### src/adc_port_pkg.sv
// Constants for the converter pin port and external multiplexer logic
package adc_port_pkg;
    localparam int          PORT_W          = 8;
    localparam int          ADDR_W          = 4;
    localparam int          MUXA_W          = 3;
    localparam int          CHAN_W          = 6;
    // Register word offsets on the module bus
    localparam logic [3:0]  OFF_PORT_A      = 4'h0;
    localparam logic [3:0]  OFF_PORT_B      = 4'h1;
    localparam logic [3:0]  OFF_DIR_A       = 4'h2;
    localparam logic [3:0]  OFF_CTRL0       = 4'h3;
    // Field positions
    localparam int          CTRL0_MUX_BIT   = 7;
    localparam int          CHAN_GRP_LSB    = 4;
    // Values after reset and masks of implemented bits
    localparam logic [7:0]  DIR_A_RESET     = 8'h00;
    localparam logic [7:0]  CTRL0_RESET     = 8'h00;
    localparam logic [7:0]  DIR_A_IMPL      = 8'hff;
    localparam logic [7:0]  CTRL0_IMPL      = 8'h80;
    localparam logic [2:0]  MUXA_RESET      = 3'h0;
    localparam logic [1:0]  ROUTE_RESET     = 2'h0;
    // Analog route codes: w, x, y, z; direct and muxed channel counts
    localparam logic [1:0]  ROUTE_W         = 2'h0;
    localparam logic [1:0]  ROUTE_X         = 2'h1;
    localparam logic [1:0]  ROUTE_Y         = 2'h2;
    localparam logic [1:0]  ROUTE_Z         = 2'h3;
    localparam int          CH_DIRECT_MAX   = 16;
    localparam int          CH_MUXED_MAX    = 32;

    typedef enum logic [1:0] {
        SYNC_OFF  = 2'b00,
        SYNC_ON   = 2'b01
    } sync_state_t;
endpackage

### src/adc_port_io_ext_mux.sv
`timescale 1ns/1ps
// Digital pin ports and external multiplexer addressing of the converter

// Summary of operation
// - Pin synchronizers stay off until a bus cycle addresses a port value register.
// - Port A read returns live pin level for bits set as inputs.
// - Port A read returns output latch for bits set as outputs.
// - Mux mode forces port A bits 2..0 to outputs driving mux address.
// - Mux mode reads of port A bits 2..0 return mux address latch.
// - Two 8-bit port value registers; port A is bidirectional.
// - Port B is an 8-bit input-only port without direction register.
// - Port A value register keeps its contents through reset; port B's is cleared.
// - Direction bit one makes pin output; zero makes it input.
// - Reserved control bits read zero; writes to them do nothing.
// - One to four external eight-way muxes give up to 32 channels.
// - Mux address derived from channel number of each command executed in mux mode.
// - Channel number also selects which of four muxed inputs is converted.
// - Mux mode follows the select bit in control register zero.
// - Sixteen direct channels; mux mode turns three into address outputs.
// - w even 0-14, x odd 1-15, y even 16-30, z odd 17-31.
// - In stop mode port A and direction registers hold and are read-only.
module adc_port_io_ext_mux (
    input  wire logic                    clk_sys,
    input  wire logic                    reset_n,
    // Module bus slave
    input  wire logic                    bus_sel,
    input  wire logic                    bus_wr,
    input  wire logic [3:0]              bus_addr,
    input  wire logic [7:0]              bus_wdata,
    output logic      [7:0]              bus_rdata,
    output logic                         bus_ack,
    input  wire logic                    stop_mode,
    // Pins
    input  wire logic [7:0]              port_a_pins_in,
    output logic      [7:0]              port_a_pins_out,
    output logic      [7:0]              port_a_pins_oe,
    input  wire logic [7:0]              port_b_pins_in,
    output logic      [2:0]              mux_addr_out,
    // Conversion command from the queue logic
    input  wire logic                    cmd_start,
    input  wire logic [5:0]              cmd_channel,
    output logic                         ext_mux_mode,
    output logic      [1:0]              analog_route,
    output logic      [3:0]              analog_in_sel,
    output logic                         route_is_muxed
);
    ////////////////////////////////////////////////////////////////////////
    // Bus decode
    wire        acc_a   = bus_sel && (bus_addr == adc_port_pkg::OFF_PORT_A);
    wire        acc_b   = bus_sel && (bus_addr == adc_port_pkg::OFF_PORT_B);
    wire        acc_dir = bus_sel && (bus_addr == adc_port_pkg::OFF_DIR_A);
    wire        acc_c0  = bus_sel && (bus_addr == adc_port_pkg::OFF_CTRL0);
    wire        wr_ok   = bus_wr && !stop_mode;
    wire        wr_a    = acc_a && wr_ok;
    wire        wr_dir  = acc_dir && wr_ok;
    wire        wr_c0   = acc_c0 && wr_ok;

    logic [7:0] dir_r;
    logic [7:0] ctrl0_r;
    logic [2:0] muxa_r;
    logic [1:0] route_r;
    logic [7:0] port_a_latch;
    logic [7:0] rdata_r;
    logic       ack_r;
    adc_port_pkg::sync_state_t sync_r;
    logic [7:0] a_meta_r;
    logic [7:0] a_sync_r;
    logic [7:0] b_meta_r;
    logic [7:0] b_sync_r;

    ////////////////////////////////////////////////////////////////////////
    // Output latch of port A, not reset
    port_latch u_port_a_latch (
        .clk_sys (clk_sys),
        .wr_en   (wr_a),
        .wr_data (bus_wdata),
        .q       (port_a_latch)
    );

    ////////////////////////////////////////////////////////////////////////
    // Direction and control
    always_ff @(posedge clk_sys) begin
        if (!reset_n) begin
            dir_r   <= adc_port_pkg::DIR_A_RESET;
            ctrl0_r <= adc_port_pkg::CTRL0_RESET;
        end else begin
            if (wr_dir) begin
                dir_r <= bus_wdata & adc_port_pkg::DIR_A_IMPL;
            end
            if (wr_c0) begin
                ctrl0_r <= bus_wdata & adc_port_pkg::CTRL0_IMPL;
            end
        end
    end

    assign ext_mux_mode = ctrl0_r[adc_port_pkg::CTRL0_MUX_BIT];

    ////////////////////////////////////////////////////////////////////////
    // Synchronizer enable: pins are only sampled once a port read or write has
    // been seen, which keeps mid-level analog inputs off the digital path
    always_ff @(posedge clk_sys) begin
        if (!reset_n) begin
            sync_r <= adc_port_pkg::SYNC_OFF;
        end else begin
            case (sync_r)
                adc_port_pkg::SYNC_OFF: begin
                    if (acc_a || acc_b) begin
                        sync_r <= adc_port_pkg::SYNC_ON;
                    end
                end
                adc_port_pkg::SYNC_ON: sync_r <= adc_port_pkg::SYNC_ON;
                default: sync_r <= adc_port_pkg::SYNC_OFF;
            endcase
        end
    end

    wire sync_en = (sync_r == adc_port_pkg::SYNC_ON) || acc_a || acc_b;

    always_ff @(posedge clk_sys) begin
        if (!reset_n) begin
            a_meta_r <= 8'h00;
            a_sync_r <= 8'h00;
            b_meta_r <= 8'h00;
            b_sync_r <= 8'h00;
        end else if (sync_en) begin
            a_meta_r <= port_a_pins_in;
            a_sync_r <= a_meta_r;
            b_meta_r <= port_b_pins_in;
            b_sync_r <= b_meta_r;
        end
    end

    ////////////////////////////////////////////////////////////////////////
    // Mux address and analog route, loaded at command start
    function automatic logic [1:0] route_of(input logic [5:0] ch);
        route_of = {ch[adc_port_pkg::CHAN_GRP_LSB], ch[0]};
    endfunction

    always_ff @(posedge clk_sys) begin
        if (!reset_n) begin
            muxa_r  <= adc_port_pkg::MUXA_RESET;
            route_r <= adc_port_pkg::ROUTE_RESET;
        end else if (cmd_start && ext_mux_mode) begin
            muxa_r  <= cmd_channel[3:1];
            route_r <= route_of(cmd_channel);
        end
    end

    assign mux_addr_out   = muxa_r;
    assign analog_route   = route_r;
    assign route_is_muxed = ext_mux_mode;
    // One-hot select of the port B inputs w, x, y, z in mux mode
    assign analog_in_sel  = ext_mux_mode ? (4'h1 << route_r) : 4'h0;

    ////////////////////////////////////////////////////////////////////////
    // Pin drive
    wire [7:0] force_m = ext_mux_mode ? 8'h07 : 8'h00;
    wire [7:0] mux_byte = {5'h00, muxa_r};

    assign port_a_pins_oe  = dir_r | force_m;
    assign port_a_pins_out = (port_a_latch & ~force_m) | (mux_byte & force_m);

    ////////////////////////////////////////////////////////////////////////
    // Read data
    wire [7:0] a_base = (a_sync_r & ~dir_r) | (port_a_latch & dir_r);
    wire [7:0] a_read = (a_base & ~force_m) | (mux_byte & force_m);
    wire [7:0] rd_mux = acc_a   ? a_read  :
                        acc_b   ? b_sync_r :
                        acc_dir ? dir_r   :
                        acc_c0  ? ctrl0_r : 8'h00;

    always_ff @(posedge clk_sys) begin
        if (!reset_n) begin
            rdata_r <= 8'h00;
            ack_r   <= 1'b0;
        end else begin
            rdata_r <= (bus_sel && !bus_wr) ? rd_mux : 8'h00;
            ack_r   <= bus_sel && !ack_r;
        end
    end

    assign bus_rdata = rdata_r;
    assign bus_ack   = ack_r;

    ////////////////////////////////////////////////////////////////////////
    // Checks
    // The port A latch is unknown until first written; chk_out_read compares
    // read data with it whenever bit 7 is an output outside mux mode, written or not
    chk_mux_force_oe: assert property (
        @(posedge clk_sys) disable iff (!reset_n)
        ext_mux_mode |-> (port_a_pins_oe[2:0] == 3'h7))
        else $error("mux mode did not force low pins to output");

    chk_dir_oe_map: assert property (
        @(posedge clk_sys) disable iff (!reset_n)
        !ext_mux_mode |-> (port_a_pins_oe == dir_r))
        else $error("output enable does not follow direction");

    chk_dir_reserved: assert property (
        @(posedge clk_sys) disable iff (!reset_n)
        $past(wr_dir) |->
        (dir_r == ($past(bus_wdata) & adc_port_pkg::DIR_A_IMPL)))
        else $error("direction write not taken");

    chk_stop_hold: assert property (
        @(posedge clk_sys) disable iff (!reset_n)
        (stop_mode && bus_wr) |=> ($stable(dir_r) && $stable(ctrl0_r)))
        else $error("register changed in stop mode");

    chk_addr_load: assert property (
        @(posedge clk_sys) disable iff (!reset_n)
        (cmd_start && ext_mux_mode) |=>
        (mux_addr_out == $past(cmd_channel[3:1])))
        else $error("mux address not loaded from command");

    chk_addr_hold: assert property (
        @(posedge clk_sys) disable iff (!reset_n)
        !cmd_start |=> $stable(muxa_r))
        else $error("mux address changed without command");

    chk_route_map: assert property (
        @(posedge clk_sys) disable iff (!reset_n)
        (cmd_start && ext_mux_mode) |=> (analog_route ==
        {$past(cmd_channel[4]), $past(cmd_channel[0])}))
        else $error("wrong analog route");

    chk_sync_off: assert property (
        @(posedge clk_sys) disable iff (!reset_n)
        (!sync_en) |=> $stable(a_sync_r) && $stable(b_sync_r))
        else $error("synchronizer ran while disabled");

    chk_mux_read: assert property (
        @(posedge clk_sys) disable iff (!reset_n)
        (acc_a && !bus_wr && ext_mux_mode) |=>
        (bus_rdata[2:0] == $past(muxa_r)))
        else $error("mux read returned wrong address");

    chk_out_read: assert property (
        @(posedge clk_sys) disable iff (!reset_n)
        (acc_a && !bus_wr && !ext_mux_mode && dir_r[7]) |=>
        (bus_rdata[7] == $past(port_a_latch[7])))
        else $error("output bit read not from latch");

    chk_in_read: assert property (
        @(posedge clk_sys) disable iff (!reset_n)
        (acc_a && !bus_wr && !ext_mux_mode && !dir_r[7]) |=>
        (bus_rdata[7] == $past(a_sync_r[7])))
        else $error("input bit read not from pin");

    chk_port_b_read: assert property (
        @(posedge clk_sys) disable iff (!reset_n)
        (acc_b && !bus_wr) |=> (bus_rdata == $past(b_sync_r)))
        else $error("port B read not from pins");

    chk_stop_latch: assert property (
        @(posedge clk_sys) disable iff (!reset_n)
        (stop_mode && bus_wr) |=> $stable(port_a_latch))
        else $error("port A latch changed in stop mode");

    chk_dir_rsvd: assert property (
        @(posedge clk_sys) disable iff (!reset_n)
        (acc_dir && !bus_wr) |=>
        ((bus_rdata & ~adc_port_pkg::DIR_A_IMPL) == 8'h00))
        else $error("reserved direction bit read as one");

    chk_ctrl_rsvd: assert property (
        @(posedge clk_sys) disable iff (!reset_n)
        (acc_c0 && !bus_wr) |=>
        ((bus_rdata & ~adc_port_pkg::CTRL0_IMPL) == 8'h00))
        else $error("reserved control bit read as one");

    chk_sel_direct: assert property (
        @(posedge clk_sys) disable iff (!reset_n)
        !ext_mux_mode |-> (analog_in_sel == 4'h0))
        else $error("muxed input selected outside mux mode");

    chk_sel_onehot: assert property (
        @(posedge clk_sys) disable iff (!reset_n)
        ext_mux_mode |-> $onehot(analog_in_sel))
        else $error("muxed input select not one-hot");

    chk_muxed_flag: assert property (
        @(posedge clk_sys) disable iff (!reset_n)
        route_is_muxed == ext_mux_mode)
        else $error("muxed route flag disagrees with mode");

    chk_mux_pins_drive: assert property (
        @(posedge clk_sys) disable iff (!reset_n)
        ext_mux_mode |-> (port_a_pins_out[2:0] == mux_addr_out))
        else $error("low pins do not carry mux address");

    chk_upper_oe: assert property (
        @(posedge clk_sys) disable iff (!reset_n)
        ext_mux_mode |-> (port_a_pins_oe[7:3] == dir_r[7:3]))
        else $error("mux mode disturbed upper pin directions");

    chk_addr_direct: assert property (
        @(posedge clk_sys) disable iff (!reset_n)
        (cmd_start && !ext_mux_mode) |=> $stable(muxa_r))
        else $error("mux address loaded outside mux mode");

    chk_route_hold: assert property (
        @(posedge clk_sys) disable iff (!reset_n)
        !cmd_start |=> $stable(route_r))
        else $error("route changed without command");

    chk_sync_start: assert property (
        @(posedge clk_sys) disable iff (!reset_n)
        (acc_a || acc_b) |=> (sync_r == adc_port_pkg::SYNC_ON))
        else $error("port access did not enable synchronizer");

    chk_sync_stays: assert property (
        @(posedge clk_sys) disable iff (!reset_n)
        (sync_r == adc_port_pkg::SYNC_ON) |=>
        (sync_r == adc_port_pkg::SYNC_ON))
        else $error("synchronizer switched off again");

    chk_ack_pulse: assert property (
        @(posedge clk_sys) disable iff (!reset_n)
        bus_ack |=> !bus_ack)
        else $error("bus ack longer than one cycle");

    chk_ack_follow: assert property (
        @(posedge clk_sys) disable iff (!reset_n)
        (bus_sel && !bus_ack) |=> bus_ack)
        else $error("bus cycle not acknowledged");

    chk_rd_idle: assert property (
        @(posedge clk_sys) disable iff (!reset_n)
        (!bus_sel || bus_wr) |=> (bus_rdata == 8'h00))
        else $error("read data not zero outside a read");
endmodule

### src/port_latch.sv
`timescale 1ns/1ps
// Byte latch with no reset, so its contents survive a device reset
module port_latch (
    input  wire logic       clk_sys,
    input  wire logic       wr_en,
    input  wire logic [7:0] wr_data,
    output logic      [7:0] q
);
    always_ff @(posedge clk_sys) begin
        if (wr_en) begin
            q <= wr_data;
        end
    end
endmodule

### config.mk
export PLATFORM = sky130hd
export DESIGN_NAME = adc_port_io_ext_mux
export DESIGN_NICKNAME = d
export VERILOG_FILES = /design/src/adc_port_pkg.sv /design/src/adc_port_io_ext_mux.sv /design/src/port_latch.sv
export SDC_FILE = /design/constraint.sdc
export NUM_CORES = 1
export LEC_CHECK = 0
export BUFFER_PORTS_ARGS = -buffer_cell sky130_fd_sc_hd__buf_2
export CAP_MARGIN = 15
export CELL_PAD_IN_SITES_DETAIL_PLACEMENT = 0
export CELL_PAD_IN_SITES_GLOBAL_PLACEMENT = 1
export CORE_AREA = 2 2 99 82
export CTS_CLUSTER_SIZE = 24
export DETAILED_ROUTE_END_ITERATION = 7
export DIE_AREA = 0 0 101 84
export PLACE_DENSITY = 0.76
export SETUP_SLACK_MARGIN = 0.02
export SYNTH_ARGS = -nofsm -noshare
export SYNTH_HDL_FRONTEND = slang
export SYNTH_SLANG_ARGS = --single-unit
### constraint.sdc
create_clock -name clk_sys -period 2.6 [get_ports clk_sys]
set_input_delay 0.26 -clock clk_sys [delete_from_list [all_inputs] [get_ports clk_sys]]
set_output_delay 0.26 -clock clk_sys [all_outputs]
set_load 0.01 [all_outputs]
Yosys cells after proc, flatten, opt, wreduce, memory -nomap -nowiden
Cells that the tools add are included.
{"block": "totals", "regBits": 65, "input_bits": 40, "out_inout_bits": 36}
{"block": "op_classes", "n_eq_ne": 5, "shift": 1, "muxes": 8, "n_bitwise": 11, "reduce_logical": 20}
{"op": "$and 8x8->8", "count": 4}
{"op": "$mux 8", "count": 4}
{"op": "$or 8x3->8", "count": 2}
{"op": "$or 8x8->8", "count": 2}
{"op": "$logic_and 1x1->1", "count": 11}
{"op": "$eq 4x2->1 const B", "count": 2}
{"op": "$not 3->8", "count": 1}
{"op": "$not 8->8", "count": 1}
{"op": "$eq 4x1->1 const B", "count": 1}
{"op": "$logic_not 4->1", "count": 1}
{"op": "$mux 4", "count": 1}
{"op": "$pmux 2 s2", "count": 1}
{"op": "$shl 1x2->4 const A", "count": 1}
{"op": "$and 3x3->3", "count": 1}
{"op": "$logic_not 1->1", "count": 3}
{"op": "$logic_or 1x1->1", "count": 3}
{"op": "$mux 3", "count": 1}
{"op": "$eq 2x1->1 const B", "count": 1}
{"op": "$logic_not 2->1", "count": 1}
{"op": "$mux 2", "count": 1}
{"op": "$ne 2x2->1 const B", "count": 1}
{"op": "$reduce_and 2->1", "count": 1}

Logic depth before layout (Yosys ltp)
{"block": "depth", "word_depth": 6, "mapped_depth": 6}

Hierarchy
A second synthesis with hierarchy kept.
{"block": "hier_totals", "cells_unflattened": 299, "hier_area_um2": 2844.0}
{"mod": "adc_port_io_ext_mux", "n_inst": 1, "cells_per_inst": 291, "area_each_um2": 2603.7}
{"mod": "port_latch", "n_inst": 1, "cells_per_inst": 8, "area_each_um2": 240.2}

Worst setup path after synthesis
OpenSTA, ideal clock, no wires.
{"block": "synth_path", "kind": "input-to-reg", "start": "input port bus_sel", "end": "register u_port_a_latch.q[0] (enable)", "t_arrival_ps": 1583, "required_ps": 2234, "setup_slack_ps": 651, "stages": 5, "path_cell_list": "buf_2 or4b_1 buf_6 buf_6 nor4b_4"}
{"block": "synth_between", "elab_chain_len": 2}
{"item": "start, declared", "line": "adc_port_io_ext_mux.sv:26", "source": "input wire logic bus_sel,"}
{"item": "$logic_and 1x1->1", "line": "adc_port_io_ext_mux.sv:49", "source": "wire acc_a = bus_sel && (bus_addr == adc_port_pkg::OFF_PORT_A);"}
{"item": "$logic_and 1x1->1", "line": "adc_port_io_ext_mux.sv:54", "source": "wire wr_a = acc_a && wr_ok;"}
{"item": "net u_port_a_latch.wr_en", "line": "port_latch.sv:5", "source": "input wire logic wr_en,"}
{"item": "end signal, assigned", "line": "port_latch.sv:11", "source": "q <= wr_data;"}
{"item": "end, declared", "line": "port_latch.sv:7", "source": "output logic [7:0] q"}
The timed path passes the listed nets, and every way through them passes these cells.
A chain may end at the register's enable or synchronous reset.

Worst setup path in the final report
{"block": "layout_path", "start": "register ctrl0_r[7]", "end": "output port port_a_pins_out[0]"}
{"block": "layout_between", "elab_chain_len": 4}
{"item": "start, declared", "line": "adc_port_io_ext_mux.sv:59", "source": "logic [7:0] ctrl0_r;"}
{"item": "start signal, assigned", "line": "adc_port_io_ext_mux.sv:85", "source": "ctrl0_r <= adc_port_pkg::CTRL0_RESET;"}
{"item": "start signal, assigned", "line": "adc_port_io_ext_mux.sv:91", "source": "ctrl0_r <= bus_wdata & adc_port_pkg::CTRL0_IMPL;"}
{"item": "$mux 3 *", "line": "adc_port_io_ext_mux.sv:157", "source": "wire [7:0] force_m = ext_mux_mode ? 8'h07 : 8'h00;"}
{"item": "$not 3->8", "line": "adc_port_io_ext_mux.sv:161", "source": "assign port_a_pins_out = (port_a_latch & ~force_m) | (mux_byte & force_m);"}
{"item": "$and 8x8->8", "line": "adc_port_io_ext_mux.sv:161"}
{"item": "$or 8x8->8 *", "line": "adc_port_io_ext_mux.sv:161"}
{"item": "end, declared", "line": "adc_port_io_ext_mux.sv:35", "source": "output logic [7:0] port_a_pins_out,"}
Every way passes the cells marked *; elsewhere a longest branch is shown, timed or not.

==> summary.md <==
| Metric | Value |
|---|---|
| Status | `complete, no violations` |
| Boundary Pins | `76` |
| FP Rows | `29` |
| Number of warnings issued by yosys | `0` |
| Post-synth EDFFs | `8` |
| Nets | `slightly below 400` |
| Total leakage power | `1.30 nW` |
| Syn nets | `339` |
| Hold_ws | `0.107 ns` |
| Die Height | `84 um` |
| Worst Path Required | `around 2.3 ns` |
| Yosys cell types | `33` |
| Fmax | `540 MHz` |
| Min cycle time layout | `1.85 ns` |
| Worst min path class | `primary input to flop` |
| Syn-to-layout area delta | `17.9%` |
| CTS tree | `yes` |
| Vias in the first global route | `2240` |
| Most common cell after layout, fill and taps aside | `buf_2` |
| Setup repair bufs after CTS | `0` |
| Initial core utilization | `0.376` |
| Detailed-router iteration count before antenna repair | `4` |
| Root Buffer | `clkbuf_8` |
| Main flop type after synthesis | `dfxtp_1` |
| Cell area after layout | `approximately 3400 um2` |
| VDD IR max | `0.215 mV` |
| Total CTS buffers | `9` |
| Syn Std Cell Area | `2860 um2` |
| Pin count of the biggest net entering global routing | `57` |
| Grt total ovfl | `0` |
| Clock Latency Late Sink | `0.35 ns` |
| Die width | `101 um` |
| Ratio of cells with drive above 1 in the final layout | `0.301` |
| Sequential share of the synthesized area | `0.476` |
| Antenna Nets Post-Route | `0` |
| #FFs+latches synth | `64` |
| Max-Cap Viols | `0` |
| Fill cell count | `775` |
| Routed len/inst | `15.3 um` |
| Final max-slew violation count | `0` |
| Hpwl dp | `4690 um` |
| Most frequent cells in the layout | `buf_2 (74), dfxtp_1 (56), nand3_1 (41)` |
| Crit path max fanout | `18` |
| Area of the core | `7620 um2` |
| Clock sinks | `64` |
| Global placement routability congestion | `0.774` |
| Async S/R FF share, synth | `0` |
| Die ar. | `8480 um2` |
| Post-Syn Instances | `299` |
| Clock skew | `0.00805 ns` |
| Clock Pin Slew Worst Setup and Hold Paths | `0.06 ns` |
| Ant diodes | `0` |
| R2r startpoint | `sync_r[0]$_SDFFE_PN0P_` |
| Tcrit/Tclk final | `0.713` |
| Hold_buf cts | `0` |
| Sum Neg Setup Slack | `0 ns` |
| Worst Min Path Start | `bus_wdata[6]` |
| Crit path DAT | `1.59 ns` |
| Dpl cell area | `between 3000 and 4000 um2` |
| Maximum clock insertion buffer count | `2` |
| Vias | `2386` |
| Slew headroom | `0.523` |
| Total wire length | `6960 um` |
| Least-Margin Pin Slew | `0.713 ns` |
| Origin of the worst setup path | `ctrl0_r[7]$_SDFFE_PN0P_` |
| Initial antenna violation count | `0` |
| RSZ-0062 raised after global routing | `no` |
| Iteration-0 DRC Markers | `93` |
| Count of final setup violators | `0` |
| Hold Vio Cnt, Final | `0` |
| H-tree Lvls | `3` |
| WS Path Type | `flop to primary output` |
| GRT Util Overall | `0.171` |
| # resized after CTS | `0` |
| Vias per inst | `between 5 and 6` |
| First-pass GRT wire length | `~11000 um` |
| # DRC | `0` |
| Power density cells | `548 nW/um2` |
| IO buf count | `74` |
| Syn_area_per_cell | `9.57 um2` |
| Crit start category | `flop` |
| Crit end category | `primary output` |
## state kept, by name, summed over array words and instances, names as in the netlist
register,flops
a_meta_r,8
a_sync_r,8
analog_route,2
b_meta_r,8
b_sync_r,8
bus_ack,1
bus_rdata,8
ctrl0_r,1
dir_r,8
mux_addr_out,3
sync_r,1
u_port_a_latch.q,8
## cells in the mapped netlist, types with 2 or more instances
cell type   n  share of area
mux2_2      7          0.028
mux2i_1    17          0.059
o22ai_1     3         0.0066
inv_1       3         0.0039
a21boi_0   33          0.087
and2b_1     3         0.0079
buf_1       3         0.0039
nand3_1    41          0.072
edfxtp_1    8          0.084
clkbuf_1   14          0.018
buf_2       4         0.0070
or2_2       3         0.0066
nor4b_4     2          0.017
a211oi_1    3         0.0079
buf_6       2         0.0079
a21boi_1    5          0.013
o21ai_0    37          0.065
a221oi_1    5          0.015
nor2_1      2         0.0026
nand2_1    26          0.034
buf_4      11          0.029
dfxtp_1    56           0.39
## layout make-up
type                            instances  area, um2  share of cell area
Clock buffer                           11        131              0.0389
Clock inverter                          5       23.8             0.00704
Inverter                                3       11.3             0.00334
Multi-Input combinational cell        198       1310               0.387
Sequential cell                        64       1360               0.403
Tap cell                               93        116              0.0345
Timing Repair Buffer                   81        423               0.125
## critical path, cell delays in order (launching register included)
cell and delay [ns]:
dfxtp_1 0.72, mux2_2 0.40, buf_2 0.14
## per-stage QoR
step | power (mW) | util | setup slack (ns) | cells
after floorplan | 1.11 | - | 0.651 | 299
after global placement | 1.17 | 0.422 | 0.553 | 439
after detailed placement | 1.17 | 0.422 | 0.515 | 439
after CTS | 1.87 | 0.443 | 0.703 | 455
after global routing | 1.93 | 0.443 | 0.636 | 455
final | 1.85 | 0.443 | 0.747 | 455
## routing by layer
| layer | wire [um] | track usage |
|---|---|---|
| met5 | 0 | 0 |
| met4 | 78 | 0.0455 |
| met3 | 461 | 0.0662 |
| met1 | 3520 | 0.248 |
| met2 | 2900 | 0.236 |
## worst paths after layout
path	cells after the start	slack [ns]	to
worst min-delay path	1	0.11	u_port_a_latch.q[6]$_DFFE_PP_
worst max register to register	4	1.17	a_sync_r[2]$_SDFFE_PN0P_
worst max-delay path	2	0.75	port_a_pins_out[0]
worst min register to register	1	0.41	bus_ack$_SDFF_PN0_
## report_power, final
part           switching, mW  internal, mW
Clock                  0.364         0.336
Sequential           0.00816          1.02
Combinational         0.0705        0.0540
Total                  0.443          1.41
## logic make-up (layout without fill, tap and decap cells)
logic type | after synthesis | after routing | share of synthesized area
AO/OA/AOI/OAI | 86 | 86 | 0.194
multiplexers | 24 | 24 | 0.0870
AND/OR/NAND/NOR | 88 | 88 | 0.174
flip-flops | 64 | 64 | 0.476
buffers and inverters | 37 | 100 | 0.0699
Power figures use the tool's default switching activity.
